===== src/verilog/rtbs_pkg.sv =====
package rtbs_pkg;
   localparam int NCH        = 32;
   localparam int NBUS       = 16;
   localparam int NSW        = NCH + NBUS;
   localparam int CLK_KHZ    = 20000;
   localparam int SETTLE_US  = 10000;
   localparam int SETTLE_CYC = SETTLE_US * CLK_KHZ / 1000;
   localparam int BLINK_MS   = 250;
   localparam int BLINK_CYC  = BLINK_MS * CLK_KHZ;
   localparam int DIM_BITS   = 3;
   localparam logic [DIM_BITS-1:0] DIM_ON_SLOT = 3'h0;

   typedef enum logic [1:0] {XOP_NONE, XOP_SET, XOP_CLR_ROWS, XOP_CLR_COLS} rtbs_xop_t;
   typedef enum logic {ST_IDLE, ST_SEL} rtbs_state_t;

   typedef struct packed {
      rtbs_xop_t             op;
      logic [NCH-1:0]        rows;
      logic [NBUS-1:0]       cols;
   } rtbs_xreq_t;

   // every bit from the lowest set bit to the highest set bit
   function automatic logic [NCH-1:0] range_mask(input logic [NCH-1:0] v);
      logic [NCH-1:0] lo;
      logic [NCH-1:0] hi;
      logic           ra;
      logic           rb;
      ra = 1'b0;
      rb = 1'b0;
      lo = '0;
      hi = '0;
      for (int i = 0; i < NCH; i++) begin
         ra    = ra | v[i];
         lo[i] = ra;
      end
      for (int i = NCH - 1; i >= 0; i--) begin
         rb    = rb | v[i];
         hi[i] = rb;
      end
      return lo & hi;
   endfunction
endpackage


===== src/verilog/rtbs_xpt_matrix.sv =====
`timescale 1ns/10ps
`default_nettype none
module rtbs_xpt_matrix
   import rtbs_pkg::*;
(
   input  wire logic              mclk,
   input  wire logic              rst_b,
   input  wire rtbs_xreq_t        req,
   input  wire logic [NCH-1:0]    view_rows,
   output var  logic [NCH*NBUS-1:0] xpt,
   output var  logic [NCH-1:0]    row_any,
   output var  logic [NBUS-1:0]   col_any,
   output var  logic [NBUS-1:0]   view_cols
);
   logic [NBUS-1:0]     mat_reg [NCH];
   logic [NCH*NBUS-1:0] xpt_next;
   logic [NCH-1:0]      row_next;
   logic [NBUS-1:0]     col_next;
   logic [NBUS-1:0]     view_next;

   // only bits named by the request move; the rest hold
   always_ff @(posedge mclk or negedge rst_b) begin
      if (!rst_b) begin
         for (int r = 0; r < NCH; r++) mat_reg[r] <= '0;
      end else begin
         for (int r = 0; r < NCH; r++) begin
            unique case (req.op)
               XOP_SET:      if (req.rows[r]) mat_reg[r] <= mat_reg[r] | req.cols;
               XOP_CLR_ROWS: if (req.rows[r]) mat_reg[r] <= '0;
               XOP_CLR_COLS: mat_reg[r] <= mat_reg[r] & ~req.cols;
               XOP_NONE:     mat_reg[r] <= mat_reg[r];
            endcase
         end
      end
   end

   always_comb begin
      col_next  = '0;
      view_next = '0;
      for (int r = 0; r < NCH; r++) begin
         xpt_next[r*NBUS +: NBUS] = mat_reg[r];
         row_next[r]              = |mat_reg[r];
         col_next                 = col_next | mat_reg[r];
         if (view_rows[r]) view_next = view_next | mat_reg[r];
      end
   end

   // read side is registered; costs one cycle of LED lag, harmless to the eye
   always_ff @(posedge mclk or negedge rst_b) begin
      if (!rst_b) begin
         xpt       <= '0;
         row_any   <= '0;
         col_any   <= '0;
         view_cols <= '0;
      end else begin
         xpt       <= xpt_next;
         row_any   <= row_next;
         col_any   <= col_next;
         view_cols <= view_next;
      end
   end
endmodule
`default_nettype wire


===== src/verilog/rtbs_route_ctrl.sv =====
`timescale 1ns/10ps
`default_nettype none
module rtbs_route_ctrl
   import rtbs_pkg::*;
#(
   parameter int SETTLE_CYCLES = SETTLE_CYC,
   parameter int BLINK_CYCLES  = BLINK_CYC
)
(
   input  wire logic                mclk,
   input  wire logic                rst_b,
   input  wire logic [NCH-1:0]      ch_route_sw,
   input  wire logic [NBUS-1:0]     bus_selector_panel_sw,
   input  wire logic                shift_sw,
   output var  logic [NCH-1:0]      channel_bus_link_led,
   output var  logic [NBUS-1:0]     bus_led,
   output var  logic [NCH*NBUS-1:0] xpt_on,
   output var  logic                sel_active
);
   localparam int SCW = $clog2(SETTLE_CYCLES + 1);
   localparam int BCW = $clog2(BLINK_CYCLES + 1);

   logic [NSW:0]         meta_reg;
   logic [NSW:0]         sync_reg;
   logic [NSW-1:0]       samp_reg;
   logic [NSW-1:0]       stab_reg;
   logic [NSW-1:0]       prev_reg;
   logic [SCW-1:0]       settle_reg;
   logic                 shift_prev_reg;
   rtbs_state_t          state_reg;
   logic [NCH-1:0]       sel_reg;
   rtbs_xreq_t           req_reg;
   logic [BCW-1:0]       blink_cnt_reg;
   logic                 blink_reg;
   logic [DIM_BITS-1:0]  pwm_reg;
   logic [NCH-1:0]       ch_led_next;
   logic [NBUS-1:0]      bus_led_next;

   logic [NCH-1:0]       row_any;
   logic [NBUS-1:0]      col_any;
   logic [NBUS-1:0]      view_cols;
   logic [NCH-1:0]       ch_now;
   logic [NBUS-1:0]      bus_now;
   logic                 ch_evt;
   logic                 bus_evt;
   logic [NCH-1:0]       ch_rng;
   logic [NBUS-1:0]      bus_rng;
   logic [NCH-1:0]       bus_rng_w;
   logic                 shift_hold;
   logic                 shift_edge;
   logic                 dim_on;
   logic                 settled;

   // panel switches are asynchronous to mclk
   always_ff @(posedge mclk or negedge rst_b) begin
      if (!rst_b) begin
         meta_reg <= '0;
         sync_reg <= '0;
      end else begin
         meta_reg <= {shift_sw, bus_selector_panel_sw, ch_route_sw};
         sync_reg <= meta_reg;
      end
   end

   // a switch set is accepted once it holds still for the settle time;
   // presses landing inside that time count as simultaneous
   assign settled = (settle_reg == SCW'(SETTLE_CYCLES - 1));

   always_ff @(posedge mclk or negedge rst_b) begin
      if (!rst_b) begin
         samp_reg   <= '0;
         settle_reg <= '0;
      end else begin
         samp_reg <= sync_reg[NSW-1:0];
         if (sync_reg[NSW-1:0] != samp_reg) begin
            settle_reg <= '0;
         end else if (!settled) begin
            settle_reg <= settle_reg + SCW'(1);
         end
      end
   end

   always_ff @(posedge mclk or negedge rst_b) begin
      if (!rst_b) begin
         stab_reg       <= '0;
         prev_reg       <= '0;
         shift_prev_reg <= 1'b0;
      end else begin
         if (settled && sync_reg[NSW-1:0] == samp_reg) begin
            stab_reg <= samp_reg;
         end
         prev_reg       <= stab_reg;
         shift_prev_reg <= sync_reg[NSW];
      end
   end

   assign ch_now     = stab_reg[NCH-1:0];
   assign bus_now    = stab_reg[NSW-1:NCH];
   // a gesture starts when a group goes from no switch to some switches
   assign ch_evt     = (|ch_now) && !(|prev_reg[NCH-1:0]);
   assign bus_evt    = (|bus_now) && !(|prev_reg[NSW-1:NCH]);
   assign ch_rng     = range_mask(ch_now);
   assign bus_rng_w  = range_mask({{(NCH-NBUS){1'b0}}, bus_now});
   assign bus_rng    = bus_rng_w[NBUS-1:0];
   assign shift_hold = sync_reg[NSW];
   assign shift_edge = shift_hold && !shift_prev_reg;

   // selection state
   always_ff @(posedge mclk or negedge rst_b) begin
      if (!rst_b) begin
         state_reg <= ST_IDLE;
         sel_reg   <= '0;
      end else begin
         unique case (state_reg)
            ST_IDLE: begin
               if (ch_evt && !shift_hold) begin
                  state_reg <= ST_SEL;
                  sel_reg   <= ch_rng;
               end
            end
            ST_SEL: begin
               if (shift_edge) begin
                  state_reg <= ST_IDLE;
                  sel_reg   <= '0;
               end else if (ch_evt && !shift_hold) begin
                  if (ch_rng == sel_reg) begin
                     state_reg <= ST_IDLE;
                     sel_reg   <= '0;
                  end else begin
                     sel_reg <= ch_rng;
                  end
               end
            end
         endcase
      end
   end

   // crosspoint requests; bus-first routing is not handled, so a bus press
   // while idle without shift does nothing
   always_ff @(posedge mclk or negedge rst_b) begin
      if (!rst_b) begin
         req_reg <= '{op: XOP_NONE, rows: '0, cols: '0};
      end else begin
         req_reg <= '{op: XOP_NONE, rows: '0, cols: '0};
         if (ch_evt && shift_hold) begin
            req_reg <= '{op: XOP_CLR_ROWS, rows: ch_rng, cols: '0};
         end else if (bus_evt && shift_hold) begin
            req_reg <= '{op: XOP_CLR_COLS, rows: '0, cols: bus_rng};
         end else if (bus_evt && state_reg == ST_SEL && !shift_edge) begin
            req_reg <= '{op: XOP_SET, rows: sel_reg, cols: bus_rng};
         end
      end
   end

   rtbs_xpt_matrix u_matrix (
      .mclk      (mclk),
      .rst_b     (rst_b),
      .req       (req_reg),
      .view_rows (sel_reg),
      .xpt       (xpt_on),
      .row_any   (row_any),
      .col_any   (col_any),
      .view_cols (view_cols)
   );

   // blink phase and dim pwm
   always_ff @(posedge mclk or negedge rst_b) begin
      if (!rst_b) begin
         blink_cnt_reg <= '0;
         blink_reg     <= 1'b0;
      end else if (blink_cnt_reg == BCW'(BLINK_CYCLES - 1)) begin
         blink_cnt_reg <= '0;
         blink_reg     <= !blink_reg;
      end else begin
         blink_cnt_reg <= blink_cnt_reg + BCW'(1);
      end
   end

   always_ff @(posedge mclk or negedge rst_b) begin
      if (!rst_b) begin
         pwm_reg <= '0;
      end else begin
         pwm_reg <= pwm_reg + DIM_BITS'(1);
      end
   end

   assign dim_on = (pwm_reg == DIM_ON_SLOT);

   // selected channels flash, routed ones glow dim; buses fed by the
   // selection are bright, other routed buses dim
   assign ch_led_next  = (sel_reg & {NCH{blink_reg}})
                       | (~sel_reg & row_any & {NCH{dim_on}});
   assign bus_led_next = view_cols | (col_any & {NBUS{dim_on}});

   always_ff @(posedge mclk or negedge rst_b) begin
      if (!rst_b) begin
         channel_bus_link_led <= '0;
         bus_led              <= '0;
         sel_active           <= 1'b0;
      end else begin
         channel_bus_link_led <= ch_led_next;
         bus_led              <= bus_led_next;
         sel_active           <= (state_reg == ST_SEL);
      end
   end
endmodule
`default_nettype wire


===== config.mk =====
export PLATFORM = sky130hd
export DESIGN_NAME = rtbs_route_ctrl
export DESIGN_NICKNAME = d
export VERILOG_FILES = /design/src/verilog/rtbs_pkg.sv /design/src/verilog/rtbs_xpt_matrix.sv /design/src/verilog/rtbs_route_ctrl.sv
export SDC_FILE = /design/constraint.sdc
export NUM_CORES = 2
export LEC_CHECK = 0
export BUFFER_PORTS_ARGS = -buffer_cell sky130_fd_sc_hd__buf_4
export CAP_MARGIN = 20
export CORE_MARGIN = 1.5
export CORE_UTILIZATION = 43
export DETAILED_ROUTE_END_ITERATION = 10
export PLACE_DENSITY_LB_ADDON = 0.12
export SLEW_MARGIN = 10
export SYNTH_ARGS = -nofsm -noshare
export SYNTH_HDL_FRONTEND = slang
export SYNTH_HIERARCHICAL = 1
export SYNTH_SLANG_ARGS = --single-unit
export TNS_END_PERCENT = 10

===== constraint.sdc =====
create_clock -name mclk -period 5.1 [get_ports mclk]
set_input_delay 0.255 -clock mclk [delete_from_list [all_inputs] [get_ports mclk]]
set_output_delay 0.255 -clock mclk [all_outputs]
set_load 0.1 [all_outputs]

# ---- Word level (Yosys, flattened, before mapping)
# Index checks and enable logic that the tools add are counted.
# Widths: inputs -> output; s select.
dict set report word_totals {
  inputBits 51
  romBits 0
  wordCells 592
  ff_bits 1508
  mem_count 0
  ramBits 0
  latchBits 0
  output_inout_bits 561
}
dict set report classes {
  div 0
  mul 0
  n_lt_le_gt_ge 0
  reduce_logical 86
  addsub 3
  eq_ne 75
  muxes 144
  shifts 0
  bitwise 230
}
# operator n
set ops {}
lappend ops {{$mux 16} 96}
lappend ops {{$pmux 16 s3} 32}
lappend ops {{$or 16x16->16} 95}
lappend ops {{$and 16x16->16} 34}
lappend ops {{$reduce_or 16->1} 34}
lappend ops {{$ne 2x2->1 const B} 65}
lappend ops {{$and 32x32->32} 4}
lappend ops {{$mux 32} 4}
lappend ops {{$mux 50} 2}
lappend ops {{$reduce_and 3->1} 32}
lappend ops {{$or 1x1->1} 92}
lappend ops {{$pmux 32 s2} 1}
lappend ops {{$reduce_or 32->1} 2}
lappend ops {{$mux 49} 1}
lappend ops {{$eq 48x48->1} 1}
lappend ops {{$ne 48x48->1} 1}
lappend ops {{$mux 18} 2}
lappend ops {{$eq 32x32->1} 1}
lappend ops {{$not 32->32} 1}
lappend ops {{$or 32x32->32} 1}
lappend ops {{$add 23x1->23 const B} 1}
lappend ops {{$eq 23x23->1 const B} 1}
lappend ops {{$mux 23} 1}
lappend ops {{$add 18x1->18 const B} 1}
lappend ops {{15 further kinds} 33}

# ---- Longest topological paths before layout
dict set report logic_depth {
  word_depth 63
  ltp_mapped 10
  mapped_depth_nobuf 9
}

# ---- Hierarchy
# Netlist, hierarchy kept.
# mod area_each_um2 seq_area_each_um2 n_inst cells_each
set modules_own_cells {}
lappend modules_own_cells {rtbs_xpt_matrix 41655.0 27226.1 1 3713}
lappend modules_own_cells {rtbs_route_ctrl 15568.7 10510.1 1 1236}

# ---- Least setup slack after synthesis
# OpenSTA, ideal clock, no wires.
dict set report synth_timing {
  kind {flip-flop to flip-flop}
  startpoint {register stab_reg[29]}
  endpoint {register state_reg}
  setup_time_ns 0.131
  arrival_ns 3.276
  synth_period_minus_slack_ns 3.406
  n_path_buf 2
  stages_incl_launch_ff 11
  t_required_ns 4.969
  path_slack_ns 1.694
  path_cell_list {dfrtp_1 > or4_4 > or4_4 > buf_6 > o22ai_2 > o2111a_1 > o2111ai_1 > or4_4 > o41ai_4 > buf_6 > o21ai_1}
}
dict set report synth_via {
  elab_chain_len 36
  elab_cells_between_ends 43
  cone_classes {eq/ne: 1; mux: 5; bitwise: 34; reduce/logical: 3}
}
# element line_no
set synth_rtl {}
lappend synth_rtl {{start, declared} rtbs_route_ctrl.sv:26} ;# logic [NSW-1:0] stab_reg;
lappend synth_rtl {{start signal, assigned} rtbs_route_ctrl.sv:90} ;# stab_reg <= samp_reg;
lappend synth_rtl {{$or 1x1->1 (30 in a row)} rtbs_pkg.sv:37} ;# rb = rb | v[i];
lappend synth_rtl {{$and 32x32->32} rtbs_pkg.sv:40} ;# return lo & hi;
lappend synth_rtl {{$eq 32x32->1} rtbs_route_ctrl.sv:126} ;# if (ch_rng == sel_reg) begin
lappend synth_rtl {{$mux 1} rtbs_route_ctrl.sv:126}
lappend synth_rtl {{$mux 1} rtbs_route_ctrl.sv:125} ;# end else if (ch_evt && !shift_hold) begin
lappend synth_rtl {{$mux 1} rtbs_route_ctrl.sv:122} ;# if (shift_edge) begin
lappend synth_rtl {{$pmux 1 s2 *} rtbs_route_ctrl.sv:114} ;# unique case (state_reg)
lappend synth_rtl {{end signal, assigned} rtbs_route_ctrl.sv:117} ;# state_reg <= ST_SEL;
lappend synth_rtl {{end signal, assigned} rtbs_route_ctrl.sv:123} ;# state_reg <= ST_IDLE;
lappend synth_rtl {{end signal, assigned} rtbs_route_ctrl.sv:127} ;# state_reg <= ST_IDLE;
lappend synth_rtl {{end, declared} rtbs_route_ctrl.sv:30} ;# rtbs_state_t state_reg;
# Mark *: on every way between the ends. The rest lies on a longest branch, timed or not.
# A chain may end at the register's enable or synchronous reset.

# ---- Worst setup path after layout
dict set report layout_timing {
  startpoint {register stab_reg[8]}
  endpoint {register sel_reg[1]}
}
dict set report layout_via {
  elab_chain_len 30
  elab_cells_between_ends 46
  cone_classes {eq/ne: 3; mux: 5; bitwise: 34; reduce/logical: 4}
}
# element line_no
set layout_rtl {}
lappend layout_rtl {{$or 1x1->1 (24 in a row)} rtbs_pkg.sv:33} ;# ra = ra | v[i];
lappend layout_rtl {{$and 32x32->32} rtbs_pkg.sv:40}
lappend layout_rtl {{$eq 32x32->1} rtbs_route_ctrl.sv:126}
lappend layout_rtl {{$mux 32} rtbs_route_ctrl.sv:126}
lappend layout_rtl {{$mux 32} rtbs_route_ctrl.sv:125}
lappend layout_rtl {{$mux 32} rtbs_route_ctrl.sv:122}
lappend layout_rtl {{$pmux 32 s2} rtbs_route_ctrl.sv:114}
lappend layout_rtl {{end signal, assigned} rtbs_route_ctrl.sv:118} ;# sel_reg <= ch_rng;
lappend layout_rtl {{end signal, assigned} rtbs_route_ctrl.sv:130} ;# sel_reg <= ch_rng;
lappend layout_rtl {{end, declared} rtbs_route_ctrl.sv:31} ;# logic [NCH-1:0] sel_reg;
# Several ways; a longest one is shown, not always the timed one. The select of a mux whose other input is x is not followed.

==> summary.txt <==
Run status
  • Status: complete, no violations

Route
  • Via count: slightly above 50000
  • Routed Antenna Nets: 0
  • Drt pass-1 iters: 7
  • Final wirelength: 288000 microns
  • Detailed Route Iter0 Violations: 8771
  • DRC errors left: 0
  • Vias per cell: between 6 and 7
  • WL/cell: 38.9 microns

STA
  • Period utilization: around four fifths
  • Setup ws final: 1.06 ns
  • Finish-stage setup viols: 0
  • RSZ-0062 raised after global routing: false
  • Final hold vios: 0
  • Slew Limit Fails: 0
  • Max-slew headroom: 4.13%
  • Clock skew: approximately 0.037 ns
  • Worst Max-Slew Pin Slew: 1.42 ns
  • Min Clock Period, post-route: about 4.0 ns
  • Fmax: 0.247 GHz
  • Setup TNS: 0 ns

Yosys
  • Post-synth EDFFs: 0
  • Syn Nets: 5004
  • Synthesized area: 57200 sq um
  • Synth warn: 6
  • Synth Area in Compound Gates: roughly a fifth
  • Post-synthesis cell type count: 76
  • Fraction of registers with async set/reset: 100%
  • Main combinational cell family by area after synthesis: compound AO/OA/AOI/OAI gates
  • Mapped Cells: between 4000 and 5000
  • Ys flop type: dfrtp_1
  • Simple-gate portion of the synthesized area: approximately 9.0%
  • Post-synthesis sequential element count: 1508
  • Sequential element share of the synthesized area: between 60% and 70%
  • Synth Area in Adders: less than 1%
  • Post-Synth XOR/XNOR Area: about 1.4%
  • Syn Area/Cell: 11.6 sq um
  • Post-synthesis mux area share: 1.02%

Floorplanning
  • Io pins: around 610
  • Site Rows: 133
  • Horiz. Die Dim: ~370 microns
  • Initial Utilization: a little over two fifths
  • Core footprint: approximately 130000 sq um
  • Die area: between 100000 and 150000 sq um
  • DIE HEIGHT: about 370 microns

Clock network
  • H-tree lvl count: 4
  • # Post-CTS Setup Buffers: 0
  • Clock buffer depth: 3
  • CTS tree: yes
  • Num CTS Buffers: between 150 and 200
  • Sink Count: around 1500
  • Worst-path clk slew: ~0.060 ns
  • Clk Tree Root Cell: clkbuf_16
  • Worst skew pair latency: approximately 0.8 ns

Worst hold path
  • Hold path start: ch_route_sw[3]
  • Worst hold endpoint: meta_reg[3]
  • Hold Path Depth: 2
  • HP Class: in2reg

Setup path
  • Slowest CP cell: nor4_1
  • RR Startpoint: stab_reg[8]
  • Biggest cell delay along the critical path: between 0.7 and 0.8 ns
  • Setup Crit Path Kind: reg2reg
  • Worst Setup End Kind: flip-flop
  • Worst r2r path cells: 9
  • Arrival time worst endpoint: ~4.7 ns
  • Critical path cell sequence: nor4_1, nand4_1, o31ai_1, a2bb2oi_1, o2111ai_1, or4_4, o41ai_4, buf_12, o21ai_0
  • Worst Path Required: about 5.8 ns
  • Worst reg2reg setup slack: roughly 1.1 ns
  • Critical Path Fanout Max: 33
  • Startpoint types: flip-flop
  • Reg-to-Reg End: sel_reg[1]

Layout
  • Proportion of layout cells with a drive suffix above 1: 19.9%
  • Finished Core Util: between 50 and 60%
  • # nets final: about 5500
  • Area grow syn2layout: 20.6%

Global routing
  • GR Util met2: 61.0%
  • Total gr overflow: 0
  • First-pass GRT wire length: 392000 microns
  • Met1 Usage GRT: around half
  • Total global-route track usage: 41.9%
  • Initial antenna violation count: 35
  • Largest net degree at the start of global routing: 174
  • Top Usage Layer GRT: met2
  • Met3 usage: 16.5%
  • Number of global-route vias before repair: approximately 47000

Placement
  • DP Worst Slack: 1.03 ns
  • GP Congestion: about 1.1
  • Post-detail-place hpwl: between 200000 and 250000 microns
  • IO buf count: 611

Pwr
  • Cell leakage power: roughly 33 nW
  • PwrDens: ~350 nW/um^2
  • Maximum vdd drop: around 0.32 mV

Run
  • Maxcap violations: 0
worst max-delay path by stage:
| stage | start | endpoint | slack [ns] | cells after the start |
|---|---|---|---|---|
| after floorplan | stab_reg[29] | state_reg | 1.69 | 10 |
| after global placement | stab_reg[9] | sel_reg[1] | 1.04 | 9 |
| after detailed placement | stab_reg[8] | sel_reg[1] | 1.03 | 9 |
| after CTS | stab_reg[8] | state_reg | 1.02 | 9 |
| after global routing | stab_reg[9] | sel_reg[0] | 0.79 | 9 |
| final | stab_reg[8] | sel_reg[1] | 1.06 | 9 |
kinds of logic after synthesis:
group / Yosys count
flops: 1508
mux: 52
compound gates: 2008
simple gates: 882
xor+xnor: 90
fa+ha+maj: 4
buf+inv: 405
where the power goes:
group / internal (W) / switching, W / leakage (nW) / total [W]
registers: 0.0120 / 0.0000432 / 20.7 / 0.0121
clock network: 0.00690 / 0.00488 / 2.57 / 0.0118
logic: 0.0000927 / 0.000273 / 9.32 / 0.000366
total: 0.0190 / 0.00520 / 32.6 / 0.0242
critical path: cells and delay by family (launching register included):
family                 cells  cell delay, ns
AOI/OAI and AO/OA          5            1.45
buffers and inverters      1            0.29
DFF                        1            0.45
and+or+nand+nor            3            1.72
per-layer routing:
| metal | wire, microns | share of wire (%) | up-vias |
|---|---|---|---|
| li1 | - | - | 19300 |
| met1 | 97800 | 34 | 25200 |
| met2 | 122000 | 42 | 4489 |
| met3 | 39100 | 14 | 1397 |
| met4 | 29000 | 10 | 28 |
| met5 | 296 | 0.10 | - |
through the flow:
step                instances  hold WS [ns]  instance area (sq um)  power [W]
floorplan                4949       -0.0406                  57200     0.0123
global placement         7034         0.307                  63100     0.0126
detailed placement       7038         0.309                  63200     0.0126
CTS                      7365        0.0802                  68900     0.0243
global route             7368        0.0936                  69000     0.0249
finish                   7394         0.112                  69000     0.0242
Yosys cell counts, types with 24 or more instances:
cell	count	area share [%]
a21oi_1	541	4.7
a22oi_1	256	3.4
and2_1	36	0.39
buf_2	94	0.82
buf_6	29	0.57
clkbuf_1	205	1.3
clkbuf_2	29	0.25
dfrtp_1	1508	66
inv_1	33	0.22
mux2_2	49	0.96
nand2_1	145	0.95
nand4_1	157	1.7
nor2_1	66	0.43
nor4_1	276	3.0
o21ai_0	967	8.5
o21ai_1	155	1.4
o21ai_2	28	0.43
or4_1	24	0.31
xnor2_1	73	1.1
timing repair:
| item | CTS | global route |
|---|---|---|
| hold buffers | 50 | 0 |
| resized for setup | 0 | 0 |
| endpoints found under the hold margin | 161 | 0 |
placed cells by master, fill, tap and decap left out, types with 9 or more instances in the layout:
| cell | instances |
|---|---|
| clkbuf_16 | 160 |
| diode_2 | 27 |
| buf_4 | 691 |
| xor2_1 | 17 |
| or4_1 | 24 |
| o21ai_2 | 28 |
| nor4_1 | 275 |
| and2b_2 | 10 |
| nand3_1 | 20 |
| dfrtp_1 | 1506 |
| or3_1 | 20 |
| buf_12 | 12 |
| nand4_1 | 157 |
| clkbuf_1 | 30 |
| and2_1 | 36 |
| nor2_4 | 10 |
| o21ai_0 | 967 |
| a21o_1 | 18 |
| dlygate4sd3_1 | 50 |
| nand2_1 | 145 |
| and3_1 | 12 |
| mux2_2 | 49 |
| xnor2_1 | 73 |
| nor2_2 | 21 |
| a21oi_1 | 541 |
| inv_1 | 33 |
| clkinvlp_4 | 9 |
| or2_2 | 20 |
| a22oi_1 | 256 |
| nor3_1 | 15 |
| bufinv_16 | 13 |
| clkbuf_8 | 33 |
| o21ai_1 | 155 |
| clkinv_2 | 23 |
| nor2b_1 | 11 |
| nor2_1 | 66 |
final cells by class:
cell class / count / area, sq um
multi-input cells: 3036 / 17600
clock inverters: 54 / 688
fillers: 11500 / 62800
diodes: 27 / 67.6
clock buffers: 223 / 4570
flip-flops and latches: 1508 / 37700
repair buffers: 758 / 6030
inverters: 33 / 124
well taps: 1755 / 2200
(Power assumes the default switching activity.)
